[config.mk]
export PLATFORM = sky130hd
export DESIGN_NAME = borl_relay
export DESIGN_NICKNAME = d
export VERILOG_FILES = /design/src/inc/borl_pkg.sv /design/src/core/borl_relay.sv
export SDC_FILE = /design/constraint.sdc
export NUM_CORES = 1
export LEC_CHECK = 0
export BUFFER_PORTS_ARGS = -buffer_cell sky130_fd_sc_hd__buf_2
export CAP_MARGIN = 40
export CORE_ASPECT_RATIO = 1.2
export CORE_UTILIZATION = 50
export CTS_CLUSTER_SIZE = 10
export DETAILED_ROUTE_END_ITERATION = 8
export PLACE_DENSITY = 0.7
export SLEW_MARGIN = 20
export SYNTH_ARGS = -nofsm -noshare
export SYNTH_HDL_FRONTEND = slang
export SYNTH_SLANG_ARGS = --single-unit
[constraint.sdc]
create_clock -name aclk -period 7.4 [get_ports aclk]
set_input_delay 1.85 -clock aclk [delete_from_list [all_inputs] [get_ports aclk]]
set_output_delay 1.85 -clock aclk [all_outputs]
set_load 0.05 [all_outputs]
[src/inc/borl_pkg.sv]
/*
  borl_pkg: shared constants, register map and state struct for the
  binary output relay drive logic.
  assumes: one aclk domain, axi4-lite register access, 32-bit data.
*/
package borl_pkg;
  localparam int unsigned NUM_SLOTS = 7;      // assignable input slots
  localparam int unsigned SIG_W     = 32;     // width of internal signal list
  localparam int unsigned SEL_W     = 5;      // selector width into the list
  // register byte offsets
  localparam logic [7:0] OFS_CTRL    = 8'h00; // latch, relay invert
  localparam logic [7:0] OFS_ACKSEL  = 8'h04; // acknowledgement source
  localparam logic [7:0] OFS_SLOTINV = 8'h08; // per-slot inversion bits
  localparam logic [7:0] OFS_STATUS  = 8'h0c; // relay state, read only
  localparam logic [7:0] OFS_SEL0    = 8'h10; // slot 0 selector, +4 per slot
  // field positions
  localparam int unsigned BIT_LATCH   = 0;    // latch enable
  localparam int unsigned BIT_RLYINV  = 1;    // whole relay inversion
  localparam int unsigned BIT_SLOTEN  = 8;    // selector enable bit
  localparam int unsigned BIT_ST_RLY  = 0;    // driven relay level
  localparam int unsigned BIT_ST_HOLD = 1;    // latch holding
  localparam int unsigned BIT_ST_REQ  = 2;    // raw pick-up request
  // reset values
  localparam logic       RST_LATCH  = 1'b0;
  localparam logic       RST_RLYINV = 1'b0;
  localparam logic [NUM_SLOTS-1:0] RST_SLOTINV = 7'h00;
  localparam logic [SEL_W-1:0]     RST_SEL     = 5'h00;
  localparam logic       RST_SLOTEN = 1'b0;
  localparam logic [SEL_W-1:0]     RST_ACKSEL  = 5'h1f;
  localparam logic [1:0] RESP_OKAY   = 2'h0;
  localparam logic [1:0] RESP_SLVERR = 2'h2;

  typedef struct packed {
    logic                        awdone;  // write address captured
    logic [7:0]                  awaddr;  // captured write address
    logic                        wdone;   // write data captured
    logic [31:0]                 wdata;   // captured write data
    logic [3:0]                  wstrb;   // captured strobes
    logic                        bvalid;  // write response pending
    logic [1:0]                  bresp;   // write response code
    logic                        rvalid;  // read data pending
    logic [31:0]                 rdata;   // read data
    logic [1:0]                  rresp;   // read response code
    logic                        latch_en;  // latch setting
    logic                        rly_inv;   // relay inversion setting
    logic [NUM_SLOTS-1:0]        slot_inv;  // per-slot inversion
    logic [NUM_SLOTS-1:0]        slot_en;   // slot assigned
    logic [NUM_SLOTS*SEL_W-1:0]  slot_sel;  // slot selectors
    logic [SEL_W-1:0]            ack_sel;   // acknowledgement selector
    logic                        hold;      // latch holding picked-up state
    logic                        relay;     // registered relay drive
  } borl_state_t;
endpackage : borl_pkg

[src/core/borl_relay.sv]
/*
  borl_relay: drive logic for one binary output relay with per-slot
  selection and inversion, optional latch and acknowledgement release.
  assumes: sig_list is synchronous to aclk; an axi4-lite master writes
  the settings; ack sources of other relays are handled elsewhere.
*/
// Summary of operation
// [RQ1] latch holds relay picked up once set
// [RQ2] acknowledge releases latch only when latching enabled
// [RQ3] each relay has own acknowledgement selector
// [RQ4] relay inversion complements the driven relay state
// [RQ5] each slot has own inversion, default off
// [RQ6] slots are ORed into pick-up request
`timescale 1ns/10ps
module borl_relay (
  input  wire logic                       aclk,     // 100 MHz clock
  input  wire logic                       aresetn,  // sync reset, low active
  input  wire logic [borl_pkg::SIG_W-1:0] sig_list, // internal signal list
  input  wire logic                       awvalid,  // write address valid
  output logic                            awready,  // write address ready
  input  wire logic [7:0]                 awaddr,   // write byte address
  input  wire logic                       wvalid,   // write data valid
  output logic                            wready,   // write data ready
  input  wire logic [31:0]                wdata,    // write data
  input  wire logic [3:0]                 wstrb,    // write byte strobes
  output logic                            bvalid,   // write response valid
  input  wire logic                       bready,   // write response ready
  output logic [1:0]                      bresp,    // write response
  input  wire logic                       arvalid,  // read address valid
  output logic                            arready,  // read address ready
  input  wire logic [7:0]                 araddr,   // read byte address
  output logic                            rvalid,   // read data valid
  input  wire logic                       rready,   // read data ready
  output logic [31:0]                     rdata,    // read data
  output logic [1:0]                      rresp,    // read response
  output logic                            relay_out // relay coil drive
);
  borl_pkg::borl_state_t st;        // registered state
  borl_pkg::borl_state_t next_st;   // next state
  logic                  req;       // combined pick-up request
  logic                  ack;       // selected acknowledgement
  logic [31:0]           rd_word;   // decoded read value
  logic                  rd_hit;    // read address mapped

  // picks one signal of the list by its selector
  function automatic logic pick(input logic [borl_pkg::SIG_W-1:0] list,
                                input logic [borl_pkg::SEL_W-1:0] sel);
    pick = list[sel];
  endfunction : pick

  // write enable of a register at a given offset
  function automatic logic wr_hit(input logic [7:0] a, input logic [7:0] ofs);
    wr_hit = (a[7:2] == ofs[7:2]);
  endfunction : wr_hit

  // handshake outputs are combinational from state
  assign awready   = !st.awdone && !st.bvalid;
  assign wready    = !st.wdone && !st.bvalid;
  assign arready   = !st.rvalid;
  assign bvalid    = st.bvalid;
  assign bresp     = st.bresp;
  assign rvalid    = st.rvalid;
  assign rdata     = st.rdata;
  assign rresp     = st.rresp;
  assign relay_out = st.relay;

  // request: or over assigned slots, each after its own inversion
  always_comb begin
    req = 1'b0;
    for (int i = 0; i < borl_pkg::NUM_SLOTS; i++) begin
      if (st.slot_en[i]) begin
        req = req | (pick(sig_list, st.slot_sel[i*borl_pkg::SEL_W +: borl_pkg::SEL_W])
                     ^ st.slot_inv[i]); // [RQ5] [RQ6]
      end
    end
    ack = pick(sig_list, st.ack_sel); // [RQ3]
  end

  // read decode; unmapped reads answer slverr with zero
  always_comb begin
    rd_word = 32'h0000_0000;
    rd_hit  = 1'b1;
    if (araddr[7:2] == borl_pkg::OFS_CTRL[7:2]) begin
      rd_word[borl_pkg::BIT_LATCH]  = st.latch_en;
      rd_word[borl_pkg::BIT_RLYINV] = st.rly_inv;
    end else if (araddr[7:2] == borl_pkg::OFS_ACKSEL[7:2]) begin
      rd_word[borl_pkg::SEL_W-1:0] = st.ack_sel;
    end else if (araddr[7:2] == borl_pkg::OFS_SLOTINV[7:2]) begin
      rd_word[borl_pkg::NUM_SLOTS-1:0] = st.slot_inv;
    end else if (araddr[7:2] == borl_pkg::OFS_STATUS[7:2]) begin
      rd_word[borl_pkg::BIT_ST_RLY]  = st.relay;
      rd_word[borl_pkg::BIT_ST_HOLD] = st.hold;
      rd_word[borl_pkg::BIT_ST_REQ]  = req;
    end else begin
      rd_hit = 1'b0;
      for (int i = 0; i < borl_pkg::NUM_SLOTS; i++) begin
        if (araddr[7:2] == 6'(borl_pkg::OFS_SEL0[7:2] + 6'(i))) begin
          rd_hit = 1'b1;
          rd_word[borl_pkg::SEL_W-1:0] = st.slot_sel[i*borl_pkg::SEL_W +: borl_pkg::SEL_W];
          rd_word[borl_pkg::BIT_SLOTEN] = st.slot_en[i];
        end
      end
    end
  end

  // next-state: bus slave, settings, latch and relay drive
  always_comb begin
    logic wr_ok;    // write hit a mapped register
    logic picked;   // state before relay inversion
    next_st = st;
    wr_ok   = 1'b0;
    picked  = 1'b0;
    // capture address and data in either order
    if (awvalid && awready) begin
      next_st.awdone = 1'b1;
      next_st.awaddr = awaddr;
    end
    if (wvalid && wready) begin
      next_st.wdone = 1'b1;
      next_st.wdata = wdata;
      next_st.wstrb = wstrb;
    end
    // perform the write once both halves are held
    if (st.awdone && st.wdone) begin
      next_st.awdone = 1'b0;
      next_st.wdone  = 1'b0;
      next_st.bvalid = 1'b1;
      if (st.wstrb[0]) begin
        if (wr_hit(st.awaddr, borl_pkg::OFS_CTRL)) begin
          wr_ok = 1'b1;
          next_st.latch_en = st.wdata[borl_pkg::BIT_LATCH];
          next_st.rly_inv  = st.wdata[borl_pkg::BIT_RLYINV];
        end else if (wr_hit(st.awaddr, borl_pkg::OFS_ACKSEL)) begin
          wr_ok = 1'b1;
          next_st.ack_sel = st.wdata[borl_pkg::SEL_W-1:0]; // [RQ3]
        end else if (wr_hit(st.awaddr, borl_pkg::OFS_SLOTINV)) begin
          wr_ok = 1'b1;
          next_st.slot_inv = st.wdata[borl_pkg::NUM_SLOTS-1:0]; // [RQ5]
        end
      end
      for (int i = 0; i < borl_pkg::NUM_SLOTS; i++) begin
        if (st.awaddr[7:2] == 6'(borl_pkg::OFS_SEL0[7:2] + 6'(i))) begin
          wr_ok = 1'b1;
          if (st.wstrb[0]) begin
            next_st.slot_sel[i*borl_pkg::SEL_W +: borl_pkg::SEL_W] =
              st.wdata[borl_pkg::SEL_W-1:0];
          end
          if (st.wstrb[1]) begin
            next_st.slot_en[i] = st.wdata[borl_pkg::BIT_SLOTEN];
          end
        end
      end
      // status is read only; strobeless writes to mapped words are okay
      if (wr_hit(st.awaddr, borl_pkg::OFS_CTRL) || wr_hit(st.awaddr, borl_pkg::OFS_ACKSEL)
          || wr_hit(st.awaddr, borl_pkg::OFS_SLOTINV)
          || wr_hit(st.awaddr, borl_pkg::OFS_STATUS)) begin
        wr_ok = 1'b1;
      end
      next_st.bresp = wr_ok ? borl_pkg::RESP_OKAY : borl_pkg::RESP_SLVERR;
    end
    if (st.bvalid && bready) begin
      next_st.bvalid = 1'b0;
    end
    // read channel: one read in flight
    if (arvalid && arready) begin
      next_st.rvalid = 1'b1;
      next_st.rdata  = rd_word;
      next_st.rresp  = rd_hit ? borl_pkg::RESP_OKAY : borl_pkg::RESP_SLVERR;
    end else if (st.rvalid && rready) begin
      next_st.rvalid = 1'b0;
    end
    // latch: set by request, cleared by ack only while latching on.
    // request wins over ack, so a standing fault cannot be acked away
    if (!st.latch_en) begin
      next_st.hold = 1'b0;                    // [RQ2]
    end else if (req) begin
      next_st.hold = 1'b1;                    // [RQ1]
    end else if (ack) begin
      next_st.hold = 1'b0;                    // [RQ2]
    end
    picked = req | (st.latch_en & st.hold);   // [RQ1] [RQ6]
    next_st.relay = picked ^ st.rly_inv;      // [RQ4]
  end

  // state register with synchronous reset
  always_ff @(posedge aclk) begin
    if (!aresetn) begin
      st          <= '0;
      st.latch_en <= borl_pkg::RST_LATCH;
      st.rly_inv  <= borl_pkg::RST_RLYINV;
      st.slot_inv <= borl_pkg::RST_SLOTINV;
      st.slot_en  <= {borl_pkg::NUM_SLOTS{borl_pkg::RST_SLOTEN}};
      st.slot_sel <= {borl_pkg::NUM_SLOTS{borl_pkg::RST_SEL}};
      st.ack_sel  <= borl_pkg::RST_ACKSEL;
    end else begin
      st <= next_st;
    end
  end
endmodule : borl_relay

== After elaboration in Yosys (flattened, before gate mapping) ==
Cells that the tools add are included.

* Register bits: 93
* Word-level logic and storage cells: 195

* Reduce and logical (&&, ||, !) cells: 39
* Bitwise operators: 19
* Multiplexer cells: 79
* Equal/unequal tests: 20
* Magnitude comparators: 8

{| class="wikitable"
|+ Operators by type and width
! cell !! count
|-
| two-way mux 1 bit || 54
|-
| two-way mux 5 bit || 10
|-
| equality test 6 x 3 -> 1 bit (second input constant) || 8
|-
| less-than comparator 5 x 6 -> 1 bit (second input constant) || 8
|-
| AND reduction 3 bit || 15
|-
| binary-select mux 1 bit (select 5 bit) || 8
|-
| equality test 6 x 4 -> 1 bit (second input constant) || 6
|-
| equality test 6 x 2 -> 1 bit (second input constant) || 4
|-
| equality test 6 x 1 -> 1 bit (second input constant) || 2
|-
| zero test 6 bit || 2
|-
| two-way mux 2 bit || 6
|-
| logical AND 1 bit || 8
|-
| bitwise XOR 1 bit || 8
|-
| OR 1 bit || 7
|-
| AND reduction 5 bit || 1
|-
| zero test 1 bit || 4
|-
| AND reduction 4 bit || 1
|-
| nonzero test 2 bit || 2
|-
| OR reduction 2 bit || 2
|-
| logical OR 1 bit || 3
|-
| two-way mux 3 bit || 1
|-
| NOT 1 bit || 3
|-
| AND reduction 2 bit || 1
|-
| bitwise AND 1 bit || 1
|}

== Depth between registers and ports, before layout ==
* Depth in word-level cells: 20
* Mapped depth: 10
* Mapped depth without buffers: 8

== Worst setup path after synthesis ==
No wires, ideal clock.

* Kind: input to register
* Start: input sig_list[7] (netlist bit)
* End: register st, in the netlist rdata[2]
* Data arrival time: 3,608 ps
* Stages on the path: 8
* Setup time: 121 ps
* Required time: 7,279 ps
* Path slack: 3,671 ps
* Path through: mux4_2 inv_1 a2111oi_0 nor4_1 mux2i_1 a2111o_1 nor4_1 o21ai_1

* Word-level cells in the longest chain between the ends: 20
* Elaborated cells between the ends (all ways): 38

{| class="wikitable"
|+ Ends and longest elaborated chain
! what !! line !! source
|-
| start, declared || borl_relay.sv:18 || <nowiki>input wire logic [borl_pkg::SIG_W-1:0] sig_list,</nowiki>
|-
| binary-select mux 1 bit (select 5 bit) || borl_relay.sv:48 || <nowiki>pick = list[sel];</nowiki>
|-
| two-way mux 1 bit (implied by the code) || borl_relay.sv:48 ||
|-
| bitwise XOR 1 bit || borl_relay.sv:73 || <nowiki>^ st.slot_inv[i]);</nowiki>
|-
| two-way mux 1 bit || borl_relay.sv:71 || <nowiki>if (st.slot_en[i]) begin</nowiki>
|-
| OR 1 bit || borl_relay.sv:72 || <nowiki>req = req | (pick(sig_list, st.slot_sel[i*borl_pkg::SEL_W +: borl_pkg::SEL_W])</nowiki>
|-
| two-way mux 1 bit || borl_relay.sv:71 ||
|-
| OR 1 bit || borl_relay.sv:72 ||
|-
| two-way mux 1 bit || borl_relay.sv:71 ||
|-
| (+4 left out) || n/a ||
|-
| OR 1 bit || borl_relay.sv:72 ||
|-
| two-way mux 1 bit || borl_relay.sv:71 ||
|-
| OR 1 bit || borl_relay.sv:72 ||
|-
| two-way mux 1 bit * || borl_relay.sv:71 ||
|-
| two-way mux 3 bit * || borl_relay.sv:90 || <nowiki>end else if (araddr[7:2] == borl_pkg::OFS_STATUS[7:2]) begin</nowiki>
|-
| two-way mux 5 bit * || borl_relay.sv:88 || <nowiki>end else if (araddr[7:2] == borl_pkg::OFS_SLOTINV[7:2]) begin</nowiki>
|-
| two-way mux 5 bit * || borl_relay.sv:86 || <nowiki>end else if (araddr[7:2] == borl_pkg::OFS_ACKSEL[7:2]) begin</nowiki>
|-
| two-way mux 5 bit * || borl_relay.sv:83 || <nowiki>if (araddr[7:2] == borl_pkg::OFS_CTRL[7:2]) begin</nowiki>
|-
| end signal, assigned || borl_relay.sv:196 || <nowiki>st <= next_st;</nowiki>
|-
| end, declared || borl_relay.sv:38 || <nowiki>borl_pkg::borl_state_t st;</nowiki>
|}

Every way passes the cells marked *; elsewhere a longest branch is shown, timed or not. The select of a mux whose other input is x is not followed.
A chain may end at the register's enable or synchronous reset.

== Worst setup path after layout ==
Ends and elaborated chain as after synthesis.

==> key figures <==
Min path
  • Hold Startpoint: rdata[1]$_SDFFE_PN0P_
  • HP Class: reg -> reg

Timing
  • Endpoints failing setup: 0
  • Pin slew with the least headroom to its limit: around 0.83 ns
  • Slew margin rel.: 0.446
  • Sum Neg Setup Slack: 0 ns
  • Fmax: about 240 MHz
  • Clk_skew: roughly 0.010 ns
  • Crit share post-route: 0.559
  • RSZ-0062 raised after global routing: false
  • Final Max Tran Viols: 0
  • Hold Vio Cnt, Final: 0
  • Post-layout min period: 4.14 ns
  • WHS: between 0.4 and 0.5 ns

CTS
  • Setup Fix Bufs, Post-CTS: 0
  • CTS tree: built
  • Clk root buf: clkbuf_16
  • Later-pin clock latency in the skew report: approximately 0.35 ns
  • CTS Hold Bufs: 0
  • CTS Sinks: between 80 and 90
  • CTS Buffer Depth: 2
  • Clock-pin slew on the worst setup and hold paths: around 0.06 ns
  • TritonCTS Buffers: 9
  • H-tree depth: 3
  • Post_cts resized: 0

Detailed routing
  • Final WL: just over 20,000 µm
  • Drt pass-1 iters: 5
  • DR iter-0 viols: approximately 620
  • Vias/cell: between 6 and 7
  • Avg WL per Cell: 21.6 µm
  • DR vias: 5,950
  • ANT nets after route: 0
  • DRC viols: 0

Setup path
  • CP max FO: 8
  • Slowest CP cell: nor4_1
  • CP max stage delay: 0.68 ns
  • Worst Setup SP: sig_list[7]
  • Critical-path cell list: buf_2, mux4_2, inv_1, a2111oi_0, nor4_1, mux2i_1, a2111o_1, nor4_1, o21ai_1
  • Worst Path Arrival: 4.36 ns
  • Cell mode on critical path: nor4_1
  • Required @ worst endpoint: approximately 7.6 ns
  • Setup Crit Path Kind: in -> reg
  • CP startpoint kind: primary input
  • Worst setup EP type: flip-flop
  • Worst r2r src: st[38]$_SDFFE_PN0P_

Floorplan
  • Die Wd: 108 µm
  • Core Area: about 13,000 µm²
  • Die span in y: between 100 and 150 µm
  • Die ar.: roughly 14,000 µm²
  • Row Count: 46
  • I/O pins: around 130
  • Starting Density: 0.512

Logic synthesis
  • Post-synth EDFFs: 0
  • Ys Warns: 0
  • #FFs+latches synth: 88
  • Register area share after synthesis: 0.260
  • Gate Count Post-Synth: between 700 and 800
  • Library cells used by synthesis: 58
  • Post-synthesis cell area: between 6000 and 7000 µm²
  • Most used DFF post-synth: dfxtp_1
  • Post-synth ARST share: 0
  • Mean post-synth cell area: 9.19 µm²

Power and ir drop
  • Power density cells: 166 nW/µm²
  • Leakage: roughly 2.5 nW
  • Net switching power: 0.336 mW
  • VDD IR max: 169 µV
  • Switching Fraction: 0.277
  • Part of the power in registers: 0.410
  • Part of the power in combinational logic: 0.163
  • Internal power: 0.880 mW
  • Clk pwr share: 0.427

GRT
  • First-pass GRT wire length: ~31,000 µm
  • Gr usage total: 0.300
  • Number of global-route vias before repair: approximately 5.5k
  • Initial antenna violation count: 0
  • Largest net degree at the start of global routing: 90
  • Grt ovf: 0

Placement
  • GP Congestion: ~0.95
  • Port bufs: 76
  • HPWL after DPL: about 15,000 µm

Finish
  • Layout cells sized above 1: 0.207
  • Fin nets: approximately 850
  • Area growth syn-to-layout: 7.88%
  • Antenna cell count: 0

Flow run
  • Max-cap violations: 0

Run status
  • Outcome: finished, final reports clean
## cells in the mapped netlist (all sizes together) (13+ instances only)
| cell | number | area (µm²) |
|---|---|---|
| o21ai | 22 | 110 |
| a21oi | 13 | 65.1 |
| nand2 | 72 | 270 |
| mux2 | 19 | 214 |
| nor2b | 71 | 444 |
| nor2 | 42 | 158 |
| a21boi | 22 | 165 |
| inv | 14 | 52.6 |
| mux4 | 47 | 1070 |
| mux2i | 88 | 881 |
| clkbuf | 33 | 125 |
| nand2b | 16 | 100 |
| buf | 57 | 383 |
| nor3 | 15 | 75.1 |
| dfxtp | 88 | 1760 |
## through the flow
| stage | worst slack (ns) | util | instances | total power [mW] | instance area, µm² |
|---|---|---|---|---|---|
| after floorplan | 3.67 | - | 763 | 0.648 | 6880 |
| after global placement | 2.91 | 0.527 | 919 | 0.699 | 6970 |
| after detailed placement | 2.92 | 0.527 | 919 | 0.704 | 6970 |
| after CTS | 3.26 | 0.553 | 935 | 1.22 | 7320 |
| after global routing | 3.12 | 0.553 | 935 | 1.26 | 7320 |
| final | 3.26 | 0.553 | 935 | 1.22 | 7320 |
## path summary, 6_finish.rpt
check                                             end  slack (ns)  cells past startpoint
worst max-delay path            rdata[2]$_SDFFE_PN0P_        3.26                      9
worst min-delay path            rdata[1]$_SDFFE_PN0P_        0.46                      2
worst max register to register  rdata[2]$_SDFFE_PN0P_        4.04                      8
worst min register to register  rdata[1]$_SDFFE_PN0P_        0.46                      2
## power groups by stage
stage / Clock [mW] / Sequential (mW) / Combinational, mW
final: 0.520 / 0.499 / 0.198
after global routing: 0.550 / 0.500 / 0.211
after CTS: 0.526 / 0.499 / 0.195
after detailed placement: 0 / 0.509 / 0.194
after global placement: 0 / 0.509 / 0.191
after floorplan: 0 / 0.502 / 0.147
## state kept, by name, summed over array words and instances, names as in the netlist
| signal | flops |
|---|---|
| rdata | 8 |
| relay_out | 1 |
| rvalid | 1 |
| st | 75 |
| rresp | 1 |
| bresp | 1 |
| bvalid | 1 |
## cells in the final DEF (no fill, tap or decap), types with 6 or more instances in the layout
master and instances:
mux2i_1 88, dfxtp_1 88, buf_2 76, nand2_1 72
nor2b_1 71, mux4_2 43, nor2_1 42, conb_1 26
a21boi_0 22, o21ai_0 21, mux2_2 17, nand2b_1 16
nor3_1 15, inv_1 14, a21oi_1 13, nand3_1 11
nor4_1 9, a211oi_1 9, clkbuf_16 9, o2111ai_1 8
nor4b_1 7, a2111oi_0 6, a22oi_1 6
## logic make-up (layout without fill, tap and decap cells)
| logic type | count (synthesis) | after routing | synth area share |
|---|---|---|---|
| AO/OA/AOI/OAI | 124 | 124 | 0.131 |
| adder cells (fa/ha/maj) | 1 | 1 | 0.00148 |
| buffers and inverters | 106 | 110 | 0.0838 |
| flip-flops | 88 | 88 | 0.260 |
| AND/OR/NAND/NOR | 261 | 261 | 0.200 |
| other | 1 | 26 | 0.000553 |
| multiplexers | 154 | 154 | 0.320 |
| XOR/XNOR | 3 | 3 | 0.00388 |
## layout make-up
cell class	count	area (µm²)
Sequential cell	88	1760
Clock inverter	7	118
Inverter	16	60.1
Fill cell	1222	5920
Clock buffer	9	225
Timing Repair Buffer	78	395
Tap cell	168	210
Multi-Input combinational cell	569	4550
## worst max-delay path, delay by kind of cell
family | cells | cell delay [ns]
multiplexers | 2 | 0.66
AND/OR/NAND/NOR | 2 | 0.96
AO/OA/AOI/OAI | 3 | 0.64
buffers and inverters | 2 | 0.25
## metal layers
metal | GRT usage | part of all wire
met5 | 0 | 0
met4 | 0.134 | 0.033
met3 | 0.0659 | 0.094
met2 | 0.497 | 0.48
met1 | 0.374 | 0.39
(Power assumes the default switching activity.)
